**config.mk**
```make
export PLATFORM = sky130hd
export DESIGN_NAME = lpw_wake_ctrl
export DESIGN_NICKNAME = d
export VERILOG_FILES = /design/src/rtl/lpw_wake_ctrl.v
export VERILOG_INCLUDE_DIRS = /design/src /design/src/shared
export SDC_FILE = /design/constraint.sdc
export NUM_CORES = 1
export LEC_CHECK = 0
export BUFFER_PORTS_ARGS = -buffer_cell sky130_fd_sc_hd__buf_2
export CORE_MARGIN = 10
export CORE_UTILIZATION = 45
export CTS_CLUSTER_SIZE = 25
export DETAILED_ROUTE_END_ITERATION = 16
export PLACE_DENSITY_LB_ADDON = 0.08
export SLEW_MARGIN = 20
export SYNTH_ARGS = -nofsm -noshare
export SYNTH_HDL_FRONTEND = slang
export SYNTH_SLANG_ARGS = --single-unit
export TNS_END_PERCENT = 20
```
**constraint.sdc**
```tcl
create_clock -name clk_i -period 1.9 [get_ports clk_i]
set_input_delay 0.285 -clock clk_i [delete_from_list [all_inputs] [get_ports clk_i]]
set_output_delay 0.285 -clock clk_i [all_outputs]
set_load 0.02 [all_outputs]
```
**src/shared/lpw_defs.vh**
```
// Constants for the low-power wake controller: offsets, fields, resets, timing
`ifndef LPW_DEFS_VH
`define LPW_DEFS_VH

// Register offsets (byte address on the 4-bit register port)
`define LPW_REG_PWR_CTRL 4'h0
`define LPW_REG_WAKE_EN  4'h1
`define LPW_REG_IRQ_STAT 4'h2
`define LPW_REG_IRQ_MASK 4'h3
`define LPW_REG_PORT2    4'h4
`define LPW_REG_PORT0    4'h5

// Power control fields
`define LPW_PWR_IDLE_BIT  0
`define LPW_PWR_PDOWN_BIT 1

// Wake enable fields
`define LPW_WEN_IRQ0_BIT 0
`define LPW_WEN_IRQ1_BIT 1
`define LPW_WEN_RX_BIT   2

// Event status fields
`define LPW_EV_IDLE_EXIT 0
`define LPW_EV_WAKE_IRQ0 1
`define LPW_EV_WAKE_IRQ1 2
`define LPW_EV_WAKE_RX   3

// Reset values
`define LPW_RST_WAKE_EN 3'h0
`define LPW_RST_MASK    4'h0
`define LPW_RST_PORT    8'hff

// Timing: oscillator restart hold time and clock rate
`define LPW_OSC_RESTART_NS 2000
`define LPW_CLK_MHZ        125
`define LPW_OSC_RESTART_CYC ((`LPW_OSC_RESTART_NS * `LPW_CLK_MHZ + 999) / 1000)

`endif

```
**src/rtl/lpw_wake_ctrl.v**
```verilog
// Low-power mode and power-down wake controller of the embedded core
//
// Added by the designer: the strobed register port and the register addresses.
`timescale 1ns/1ps
`default_nettype none
`include "lpw_defs.vh"

// Operation
// RQ1 - Static core: clock may stop fully; all state kept while halted.
// RQ2 - Idle stops instruction execution; peripherals keep running.
// RQ3 - Idle request instruction completes last; nothing more runs until idle ends.
// RQ4 - Idle keeps processor state, RAM and special registers unchanged.
// RQ5 - Idle ends on enabled interrupt or hardware reset like power-on.
// RQ6 - Power-down stops the oscillator after the requesting instruction.
// RQ7 - Power-down exits on reset, external interrupt or receive line activity.
// RQ8 - Reset wake reinitialises registers not RAM; interrupt wake keeps both.
// RQ9 - Software enables wake interrupts before entering power-down.
// RQ10 - Interrupt 0 handler reads status registers to find and clear cause.
// RQ11 - Interrupt 1 wake needs its enable bit set first.
// RQ12 - Receive wake needs interrupt 1 and receive wake enables set.
// RQ13 - Delay counter holds interrupt lines low while oscillator restarts.
// RQ14 - After servicing wake interrupt, execution resumes after power-down instruction.
// RQ15 - Strobe pins high in idle, low in power-down; ports per mode table.
// RQ16 - Port two gives high address for fetch and 16-bit data accesses.
// RQ17 - Port zero floats where latch holds ones; muxed address/data bus.
// RQ18 - Internal clock is crystal divided by two, duty cycle irrelevant.
// RQ19 - Wake events are synchronised before releasing the processor.
module lpw_wake_ctrl #(
   parameter AW = 4,
   parameter DW = 8
) (
   input  wire          clk_i,
   input  wire          rst_b_i,
   input  wire [AW-1:0] reg_addr_i,
   input  wire [DW-1:0] reg_wdata_i,
   input  wire          reg_wr_i,
   input  wire          reg_rd_i,
   output reg  [DW-1:0] reg_rdata_o,
   input  wire          instr_done_i,
   input  wire          core_irq_i,
   input  wire          ext_prog_i,
   input  wire          cpu_ale_i,
   input  wire          cpu_psen_b_i,
   input  wire          cpu_ext_cycle_i,
   input  wire          cpu_addr16_i,
   input  wire [7:0]    cpu_addr_hi_i,
   input  wire [7:0]    cpu_ad_out_i,
   input  wire          ext_irq0_pin_i,
   input  wire          ext_irq1_pin_i,
   input  wire          rxd_pin_i,
   output reg           core_clk_en_o,
   output wire          cpu_run_o,
   output wire          periph_run_o,
   output wire          osc_run_o,
   output wire          ext_irq0_int_b_o,
   output wire          ext_irq1_int_b_o,
   output reg           ale_o,
   output reg           program_store_strobe_b_o,
   output reg  [7:0]    port0_o,
   output reg  [7:0]    port0_oe_o,
   output reg  [7:0]    port_two_latch_o,
   output wire [1:0]    mode_o,
   output wire          irq_o
);

   // -------------------------------------------------------------
   // Mode states
   // -------------------------------------------------------------
   localparam [1:0] ST_RUN   = 2'd0;
   localparam [1:0] ST_IDLE  = 2'd1;
   localparam [1:0] ST_PDOWN = 2'd2;
   localparam [1:0] ST_WAKE  = 2'd3;
   localparam integer RESTART_INT = `LPW_OSC_RESTART_CYC;
   localparam [11:0] RESTART_CYC = RESTART_INT[11:0];   // Hold length fits in 12 bits

   reg [1:0]  state;
   reg [1:0]  next_state;
   reg [11:0] delay_cnt;
   reg        idle_pend;
   reg        pdown_pend;
   reg [2:0]  wake_en;
   reg [3:0]  irq_stat;
   reg [3:0]  irq_mask;
   reg [7:0]  port2_latch;
   reg [7:0]  port0_latch;
   reg [7:0]  addr_hi_hold;
   reg        hold0;
   reg        hold1;
   reg        div2;
   reg [2:0]  sync_a;
   reg [2:0]  sync_b;
   reg [2:0]  sync_d;
   reg [3:0]  ev_set;

   // -------------------------------------------------------------
   // Pin synchronisers and falling edge detect
   // -------------------------------------------------------------
   // RQ19 two-stage sync
   always @(posedge clk_i) begin
      if (!rst_b_i) begin
         sync_a <= 3'h7;
         sync_b <= 3'h7;
         sync_d <= 3'h7;
      end else begin
         sync_a <= {rxd_pin_i, ext_irq1_pin_i, ext_irq0_pin_i};
         sync_b <= sync_a;
         sync_d <= sync_b;
      end
   end

   wire [2:0] fall = sync_d & ~sync_b;   // Bit0 irq0, bit1 irq1, bit2 rx

   // RQ7 wake sources
   // RQ12 rx needs both enables
   wire wake0 = fall[0] & wake_en[`LPW_WEN_IRQ0_BIT];
   wire wake1 = fall[1] & wake_en[`LPW_WEN_IRQ1_BIT];
   wire wakerx = fall[2] & wake_en[`LPW_WEN_IRQ1_BIT] & wake_en[`LPW_WEN_RX_BIT];
   wire wake_any = wake0 | wake1 | wakerx;

   // -------------------------------------------------------------
   // Mode sequencer
   // -------------------------------------------------------------
   // RQ3 request taken only when its instruction has completed
   always @* begin
      next_state = state;
      ev_set = 4'h0;
      case (state)
         ST_RUN: begin
            if (instr_done_i && pdown_pend)
               next_state = ST_PDOWN;
            else if (instr_done_i && idle_pend)
               next_state = ST_IDLE;
         end
         // RQ5 enabled interrupt ends idle
         ST_IDLE: begin
            if (core_irq_i) begin
               next_state = ST_RUN;
               ev_set[`LPW_EV_IDLE_EXIT] = 1'b1;
            end
         end
         // RQ7 wake from power-down
         ST_PDOWN: begin
            if (wake_any) begin
               next_state = ST_WAKE;
               ev_set[`LPW_EV_WAKE_IRQ0] = wake0;
               ev_set[`LPW_EV_WAKE_IRQ1] = wake1;
               ev_set[`LPW_EV_WAKE_RX] = wakerx;
            end
         end
         ST_WAKE: begin
            if (delay_cnt == 12'h000)
               next_state = ST_RUN;
         end
         default: next_state = ST_RUN;
      endcase
   end

   // RQ5 hardware reset restarts as power-on
   // RQ8 reset reinitialises registers only; RAM lives outside this block
   always @(posedge clk_i) begin
      if (!rst_b_i)
         state <= ST_RUN;
      else
         state <= next_state;
   end

   // RQ13 delay counter keeps lines low during restart
   always @(posedge clk_i) begin
      if (!rst_b_i) begin
         delay_cnt <= 12'h000;
         hold0 <= 1'b0;
         hold1 <= 1'b0;
      end else if (state == ST_PDOWN && wake_any) begin
         delay_cnt <= RESTART_CYC - 12'h001;
         hold0 <= wake0;
         hold1 <= wake1 | wakerx;  // Receive wake is routed to line 1
      end else if (state == ST_WAKE && delay_cnt != 12'h000) begin
         delay_cnt <= delay_cnt - 12'h001;
      end else begin
         hold0 <= 1'b0;
         hold1 <= 1'b0;
      end
   end

   // RQ13 internal interrupt lines forced low while held
   assign ext_irq0_int_b_o = sync_b[0] & ~hold0;
   assign ext_irq1_int_b_o = sync_b[1] & ~hold1;

   // RQ2 core halts, peripherals run in idle
   // RQ4 dropping the core run enable keeps core state intact
   // RQ14 core resumes where it stopped; the held line vectors it first
   assign cpu_run_o = (state == ST_RUN);
   assign periph_run_o = (state == ST_RUN) | (state == ST_IDLE);
   // RQ6 oscillator stopped in power-down
   // RQ1 static logic tolerates the stop
   assign osc_run_o = (state != ST_PDOWN);
   assign mode_o = state;

   // -------------------------------------------------------------
   // Divide-by-two internal clock phase
   // -------------------------------------------------------------
   // RQ18 toggle stage removes input duty cycle dependence
   always @(posedge clk_i) begin
      if (!rst_b_i) begin
         div2 <= 1'b0;
         core_clk_en_o <= 1'b0;
      end else begin
         div2 <= ~div2 & osc_run_o;
         core_clk_en_o <= div2 & osc_run_o;
      end
   end

   // -------------------------------------------------------------
   // Register port
   // -------------------------------------------------------------
   wire wr_pwr  = reg_wr_i && reg_addr_i == `LPW_REG_PWR_CTRL;
   wire wr_stat = reg_wr_i && reg_addr_i == `LPW_REG_IRQ_STAT;

   // Software registers; a write sets pending requests, an instruction completing in run clears them
   always @(posedge clk_i) begin
      if (!rst_b_i) begin
         idle_pend <= 1'b0;
         pdown_pend <= 1'b0;
         wake_en <= `LPW_RST_WAKE_EN;
         irq_mask <= `LPW_RST_MASK;
         port2_latch <= `LPW_RST_PORT;
         port0_latch <= `LPW_RST_PORT;
      end else begin
         if (wr_pwr) begin
            idle_pend <= reg_wdata_i[`LPW_PWR_IDLE_BIT];
            pdown_pend <= reg_wdata_i[`LPW_PWR_PDOWN_BIT];
         end else if (state == ST_RUN && instr_done_i) begin
            idle_pend <= 1'b0;
            pdown_pend <= 1'b0;
         end
         if (reg_wr_i && reg_addr_i == `LPW_REG_WAKE_EN)
            wake_en <= reg_wdata_i[2:0];
         if (reg_wr_i && reg_addr_i == `LPW_REG_IRQ_MASK)
            irq_mask <= reg_wdata_i[3:0];
         if (reg_wr_i && reg_addr_i == `LPW_REG_PORT2)
            port2_latch <= reg_wdata_i;
         if (reg_wr_i && reg_addr_i == `LPW_REG_PORT0)
            port0_latch <= reg_wdata_i;
      end
   end

   // Sticky events, write one to clear; a new event beats the clear
   always @(posedge clk_i) begin
      if (!rst_b_i)
         irq_stat <= 4'h0;
      else if (wr_stat)
         irq_stat <= (irq_stat & ~reg_wdata_i[3:0]) | ev_set;
      else
         irq_stat <= irq_stat | ev_set;
   end

   assign irq_o = |(irq_stat & irq_mask);

   // Read data one cycle after the strobe; unmapped reads return zero
   always @(posedge clk_i) begin
      if (!rst_b_i) begin
         reg_rdata_o <= 8'h00;
      end else if (reg_rd_i) begin
         case (reg_addr_i)
            `LPW_REG_PWR_CTRL: reg_rdata_o <= {4'h0, state, pdown_pend, idle_pend};
            `LPW_REG_WAKE_EN:  reg_rdata_o <= {5'h00, wake_en};
            `LPW_REG_IRQ_STAT: reg_rdata_o <= {4'h0, irq_stat};
            `LPW_REG_IRQ_MASK: reg_rdata_o <= {4'h0, irq_mask};
            `LPW_REG_PORT2:    reg_rdata_o <= port2_latch;
            `LPW_REG_PORT0:    reg_rdata_o <= port0_latch;
            default:           reg_rdata_o <= 8'h00;
         endcase
      end else begin
         reg_rdata_o <= 8'h00;
      end
   end

   // -------------------------------------------------------------
   // Bus pins per mode
   // -------------------------------------------------------------
   // Last high address kept so idle can keep showing it
   always @(posedge clk_i) begin
      if (!rst_b_i)
         addr_hi_hold <= 8'h00;
      else if (state == ST_RUN && cpu_ext_cycle_i && cpu_addr16_i)
         addr_hi_hold <= cpu_addr_hi_i;
   end

   // RQ15 strobes and ports in idle and power-down
   // RQ16 port two source selection
   // RQ17 open-drain port zero, muxed bus in external cycles
   always @(posedge clk_i) begin
      if (!rst_b_i) begin
         ale_o <= 1'b0;
         program_store_strobe_b_o <= 1'b1;
         port0_o <= 8'h00;
         port0_oe_o <= 8'h00;
         port_two_latch_o <= `LPW_RST_PORT;
      end else if (state == ST_RUN) begin
         ale_o <= cpu_ale_i;
         program_store_strobe_b_o <= cpu_psen_b_i;
         if (cpu_ext_cycle_i) begin
            port0_o <= cpu_ad_out_i;
            port0_oe_o <= 8'hff;
         end else begin
            port0_o <= 8'h00;
            port0_oe_o <= ~port0_latch;
         end
         if (cpu_ext_cycle_i && cpu_addr16_i)
            port_two_latch_o <= cpu_addr_hi_i;
         else
            port_two_latch_o <= port2_latch;
      end else begin
         // Idle drives strobes high, power-down and wake low
         ale_o <= (state == ST_IDLE);
         program_store_strobe_b_o <= (state == ST_IDLE);
         port0_o <= 8'h00;
         port0_oe_o <= ext_prog_i ? 8'h00 : ~port0_latch;
         if (state == ST_IDLE && ext_prog_i)
            port_two_latch_o <= addr_hi_hold;
         else
            port_two_latch_o <= port2_latch;
      end
   end

endmodule
`default_nettype wire

```
After elaboration in Yosys (flattened, before gate mapping)
Index checks and enable logic that the tools add are counted.
{ "op_classes": {"n_mux": 28, "addsub": 1, "bitwise_logic": 24, "n_eq_ne": 14, "n_reduce_logical": 26} }
{ "op_table": {"columns": ["cell", "n"], "rows": [
  ["$mux W8", 8],
  ["$pmux W8 S6", 1],
  ["$logic_and A1 B1 Y1", 15],
  ["$logic_not A12 Y1", 1],
  ["$reduce_bool A12 Y1", 1],
  ["$sub A12 B1 Y12 const B", 1],
  ["$mux W1", 10],
  ["$mux W2", 5],
  ["$ne A2 B2 Y1 const B", 5],
  ["$and A1 B1 Y1", 8],
  ["$and A4 B4 Y4", 2],
  ["$eq A4 B2 Y1 const B", 2],
  ["$eq A4 B3 Y1 const B", 2],
  ["$not A8 Y8", 1],
  ["$or A4 B4 Y4", 2],
  ["$pmux W2 S4", 1],
  ["$mux W3", 2],
  ["$eq A2 B2 Y1 const B", 2],
  ["$eq A4 B1 Y1 const B", 1],
  ["$logic_not A4 Y1", 1],
  ["$mux W4", 1],
  ["$not A1 Y1", 4],
  ["$not A4 Y4", 1],
  ["$or A1 B1 Y1", 4],
  ["11 further kinds", 12]
]} }
{ "totals": {"output_inout_bits": 43, "inputBits": 42, "reg_bits": 98} }

Logic depth before layout (Yosys ltp)
{ "depth": {"word_depth": 9, "depth_mapped": 7, "ltp_nobuf": 6} }

Least setup slack after synthesis
OpenSTA, ideal clock, no wires.
{ "synth_timing": {"path_kind": "flip-flop to flip-flop", "start": "reg state[1] (netlist: mode_o[1])", "end": "reg delay_cnt[10]", "synth_period_minus_slack_ps": 1671, "slack_ps": 229, "stages_incl_launch_ff": 6, "t_required_ps": 1828, "arrival_ps": 1599, "path_cell_list": "dfxtp_1 > buf_2 > and3_1 > o2111ai_1 > or4_1 > a21oi_1"} }
{ "synth_via": {"elab_chain_cells": 3, "elab_cells_between_ends": 5, "cone_classes": "eq/ne (2); reduce/logical (3)"} }
{ "synth_rtl": {"columns": ["element", "line_no", "text"], "rows": [
  ["start, declared", "lpw_wake_ctrl.v:76", "reg [1:0] state;"],
  ["start signal, assigned", "lpw_wake_ctrl.v:164", "state <= next_state;"],
  ["$eq A2 B2 Y1", "lpw_wake_ctrl.v:173", "end else if (state == ST_PDOWN && wake_any) begin"],
  ["$logic_and A1 B1 Y1", "lpw_wake_ctrl.v:173", null],
  ["$reduce_or A2 Y1 (no source line)", null, null],
  ["end signal, assigned", "lpw_wake_ctrl.v:174", "delay_cnt <= RESTART_CYC - 12'h001;"],
  ["end signal, assigned", "lpw_wake_ctrl.v:178", "delay_cnt <= delay_cnt - 12'h001;"],
  ["end, declared", "lpw_wake_ctrl.v:78", "reg [11:0] delay_cnt;"]
]} }
Parallel ways exist; a longest one is shown, timed or not.
A chain may end at the register's enable or synchronous reset.

Worst setup path after layout
{ "layout_timing": {"start": "reg delay_cnt[0]", "end": "reg delay_cnt[3]"} }
{ "layout_via": {"elab_chain_cells": 3, "elab_cells_between_ends": 6, "cone_classes": "add/sub (1); mux (2); reduce/logical (3)"} }
{ "layout_rtl": {"columns": ["element", "line_no", "text"], "rows": [
  ["$sub A12 B1 Y12 / $reduce_bool A12 Y1 (equally long branches)", "lpw_wake_ctrl.v:178, lpw_wake_ctrl.v:177", null],
  ["$mux W8 / $logic_and A1 B1 Y1 (equally long branches)", "lpw_wake_ctrl.v:177", "end else if (state == ST_WAKE && delay_cnt != 12'h000) begin"],
  ["$mux W8 / $reduce_bool A2 Y1 (equally long branches)", null, null]
]} }
Parallel ways exist; a longest one is shown, timed or not. The select of a mux whose other input is x is not followed.

==> results.sh <==
export IMPL_rows=33
export IMPL_crit_slowest_cell="or4_1"
export IMPL_dp_cells=608
export IMPL_power_density_nw_per_um2=836
export IMPL_hp_class="input pin to register"
export IMPL_synth_area_top_cells="dfxtp_1 51%, nand2_1 6.4%, nor2_1 3.9%, a21oi_1 3.5%, and3_1 2.9%"
export IMPL_dp_hpwl_um=7370
export IMPL_detail_route_first_pass_iterations=5
export IMPL_start_util_pct=46.6
export IMPL_clkSinkCount=98
export IMPL_instances_no_fill=624
export IMPL_ys_seq_area_share_pct=50.8
export IMPL_syn_to_final_growth_pct=20.3
export IMPL_async_reset_ff_share_pct=0
export IMPL_seqCellArea_um2=1960
export IMPL_yosysTopAreaCell="dfxtp_1"
export IMPL_fp_dieW_um=113
export IMPL_drt_total_wl_um=9900
export IMPL_syn_area_um2=3860
export IMPL_start_kind="register"
export IMPL_antenna_cells=0
export IMPL_detail_route_antenna_nets=0
export IMPL_worst_ep_required_time_ns=2.20
export IMPL_clockBufferDepth=2
export IMPL_dp_slack_ns=0.154
export IMPL_htreeDepth=3
export IMPL_rsz0062_at_grt="no"
export IMPL_hold_violations=0
export IMPL_finalWorstSetupSlack_ns=0.127
export IMPL_cts_root_buf="clkbuf_8"
export IMPL_port_buffers=84
export IMPL_io_pins=85
export IMPL_skew_ns=0.00939
export IMPL_cp_arrival_ns=2.07
export IMPL_vias=3312
export IMPL_yosys_area_top_type_share_pct=50.8
export IMPL_grt_max_degree=26
export IMPL_max_freq_ghz=0.564
export IMPL_yosysMostFrequentCell="dfxtp_1"
export IMPL_postSynthAreaPerCell_um2=8.96
export IMPL_fin_crit_sh_pct=93.3
export IMPL_post_cts_buffers=0
export IMPL_drcViolationCount=0
export IMPL_die_area_um2=12700
export IMPL_cp_cell_sequence="inv_1 > ha_1 > nor2b_1 > and4_1 > or4_1 > a31oi_1"
export IMPL_ys_seq_elements=98
export IMPL_via_per_inst=5.31
export IMPL_critPathMaxFanout=6
export IMPL_cts_buffers_inserted=9
export IMPL_die_h_um=113
export IMPL_netlist_instances=431
export IMPL_fin_crit_ns=1.77
export IMPL_wl_per_cell_um=15.9
export IMPL_ys_warn_count=0
export IMPL_postCtsHoldBufs=0
export IMPL_synth_edf_count=0
export IMPL_grt_use_total_pct=15.1
export IMPL_setup_tns_ns=0
export IMPL_synth_nets=475
export IMPL_place_congestion=0.830
export IMPL_path_clk_slew_ns=0.10
export IMPL_ir_drop_uv=426
export IMPL_grt_overflow=0
export IMPL_synth_distinct_cells=49
export IMPL_worst_setup_path_end_kind="register"
export IMPL_nFillCells=781
export IMPL_synth_commonest_cells="98 x dfxtp_1, 66 x nand2_1, 40 x nor2_1"
export IMPL_ys_flop_type="dfxtp_1"
export IMPL_clk_latency_ns=0.37
export IMPL_multi_input_area_um2=1770
export IMPL_crit_path_max_incr_delay_ns=0.48
export IMPL_cts_resized=0
export IMPL_setup_viol=0
export IMPL_core_area_um2=8300
export IMPL_status="finished, final reports clean"
export IMPL_grt_pass1_vias=3130
export IMPL_cap_violations=0
export IMPL_antenna_found_initial=0
export IMPL_drtIter0Drc=153
export IMPL_worstSetupPathType="register to register"
export IMPL_p_leak_nw=2.12
export IMPL_grt_pass1_wl_um=15700
export IMPL_worst_slew_pin_slew_ns=0.473
export IMPL_final_max_slew_viol_count=0
export IMPL_nNetsFinal=558
export IMPL_max_slew_margin_rel_pct=68.3
export IMPL_cts_tree="done"
export IMPL_layout_drive_gt1_share_pct=23.7
logic make-up after synthesis:
| family | share of synthesized area [%] |
|---|---|
| DFF | 50.8 |
| muxes | 4.63 |
| xor gates and xnor gates | 0.227 |
| buffers and inverters | 3.50 |
| adders and majority gates | 0.648 |
| and+or+nand+nor | 26.1 |
| AOI/OAI and AO/OA | 14.1 |
metrics by stage:
step                      utilization (%)  instance area (um^2)  total power [mW]  hold WS [ns]
after floorplan                         -                  3860              2.35         0.386
after global placement               53.4                  4430              2.48         0.387
after detailed placement             53.4                  4430              2.48         0.392
after CTS                            56.0                  4650              3.94        0.0758
after global routing                 56.0                  4650              4.05        0.0836
final                                56.0                  4650              3.89        0.0965
where the power goes:
part	internal, mW	total [mW]	switching (mW)	leakage (nW)
Combinational	0.121	0.301	0.180	1.21
Clock	0.649	1.45	0.805	0.108
Sequential	2.11	2.13	0.0225	0.799
Total	2.88	3.89	1.01	2.12
metal layers:
layer / up-vias / wire length, um / track usage [%]
li1: 1680 / - / -
met1: 1541 / 4490 / 18.6
met2: 79 / 4740 / 24.7
met3: 12 / 568 / 4.58
met4: 0 / 109 / 4.65
met5: - / 0 / 0
final cells by class:
class	count	share of cell area, %
clock buffer	9	2.66
clock inverter	7	2.07
inverter	10	0.808
multi-input combinational	298	38.0
sequential	98	42.2
tap	105	2.83
timing repair buffer	97	11.4
worst max-delay path, delay by kind of cell, from the launching register on:
kind / cells / cell delay, ns
AND/OR/NAND/NOR: 3 / 0.90
buffers and inverters: 1 / 0.09
AO/OA/AOI/OAI: 1 / 0.16
flip-flops: 1 / 0.34
adder cells (fa/ha/maj): 1 / 0.22
state kept, by name, indices dropped and copies added (netlist names), 2 cells and up:
| name | cells |
|---|---|
| reg_rdata_o | 8 |
| port0_oe_o | 8 |
| port0_o | 8 |
| sync_b | 3 |
| mode_o | 2 |
| delay_cnt | 12 |
| port0_latch | 8 |
| irq_mask | 4 |
| sync_a | 3 |
| port2_latch | 8 |
| sync_d | 3 |
| wake_en | 3 |
| irq_stat | 4 |
| addr_hi_hold | 8 |
| port_two_latch_o | 8 |
worst paths after layout:
| check | from | to | slack (ns) | cells after the start |
|---|---|---|---|---|
| setup / recovery | delay_cnt[0] | delay_cnt[3] | 0.13 | 6 |
| hold / removal | rxd_pin_i | sync_a[2] | 0.1 | 2 |
| setup reg to reg | delay_cnt[0] | delay_cnt[3] | 0.13 | 6 |
| hold reg to reg | sync_a[0] | sync_b[0] | 0.41 | 1 |
cell usage in the layout, fill, tap and decap left out, types with 2 or more instances in the layout:
master | synthesis | layout
mux4_2 | 3 | 3
inv_1 | 9 | 9
or4_1 | 4 | 4
nand4_1 | 2 | 2
nand2_1 | 66 | 66
nor3_1 | 4 | 4
o31ai_1 | 4 | 4
o41ai_1 | 2 | 2
a31oi_1 | 5 | 5
o21ai_0 | 14 | 14
buf_2 | 3 | 84
nand3_1 | 19 | 19
a22oi_1 | 7 | 7
dfxtp_1 | 98 | 98
inv_8 | 0 | 3
and3_1 | 18 | 18
and3b_1 | 2 | 2
or3_1 | 4 | 4
a21o_1 | 2 | 2
o211ai_1 | 9 | 9
o21a_1 | 8 | 8
nand2b_1 | 10 | 10
ha_1 | 2 | 2
nand3b_1 | 4 | 4
clkbuf_8 | 0 | 9
nor4bb_1 | 2 | 2
nand4b_1 | 4 | 4
a21oi_1 | 27 | 27
nor2b_1 | 5 | 5
nor2_1 | 40 | 40
buf_4 | 0 | 12
mux2i_1 | 10 | 10
and2_1 | 4 | 4
a222oi_1 | 2 | 2
(Power assumes the default switching activity.)
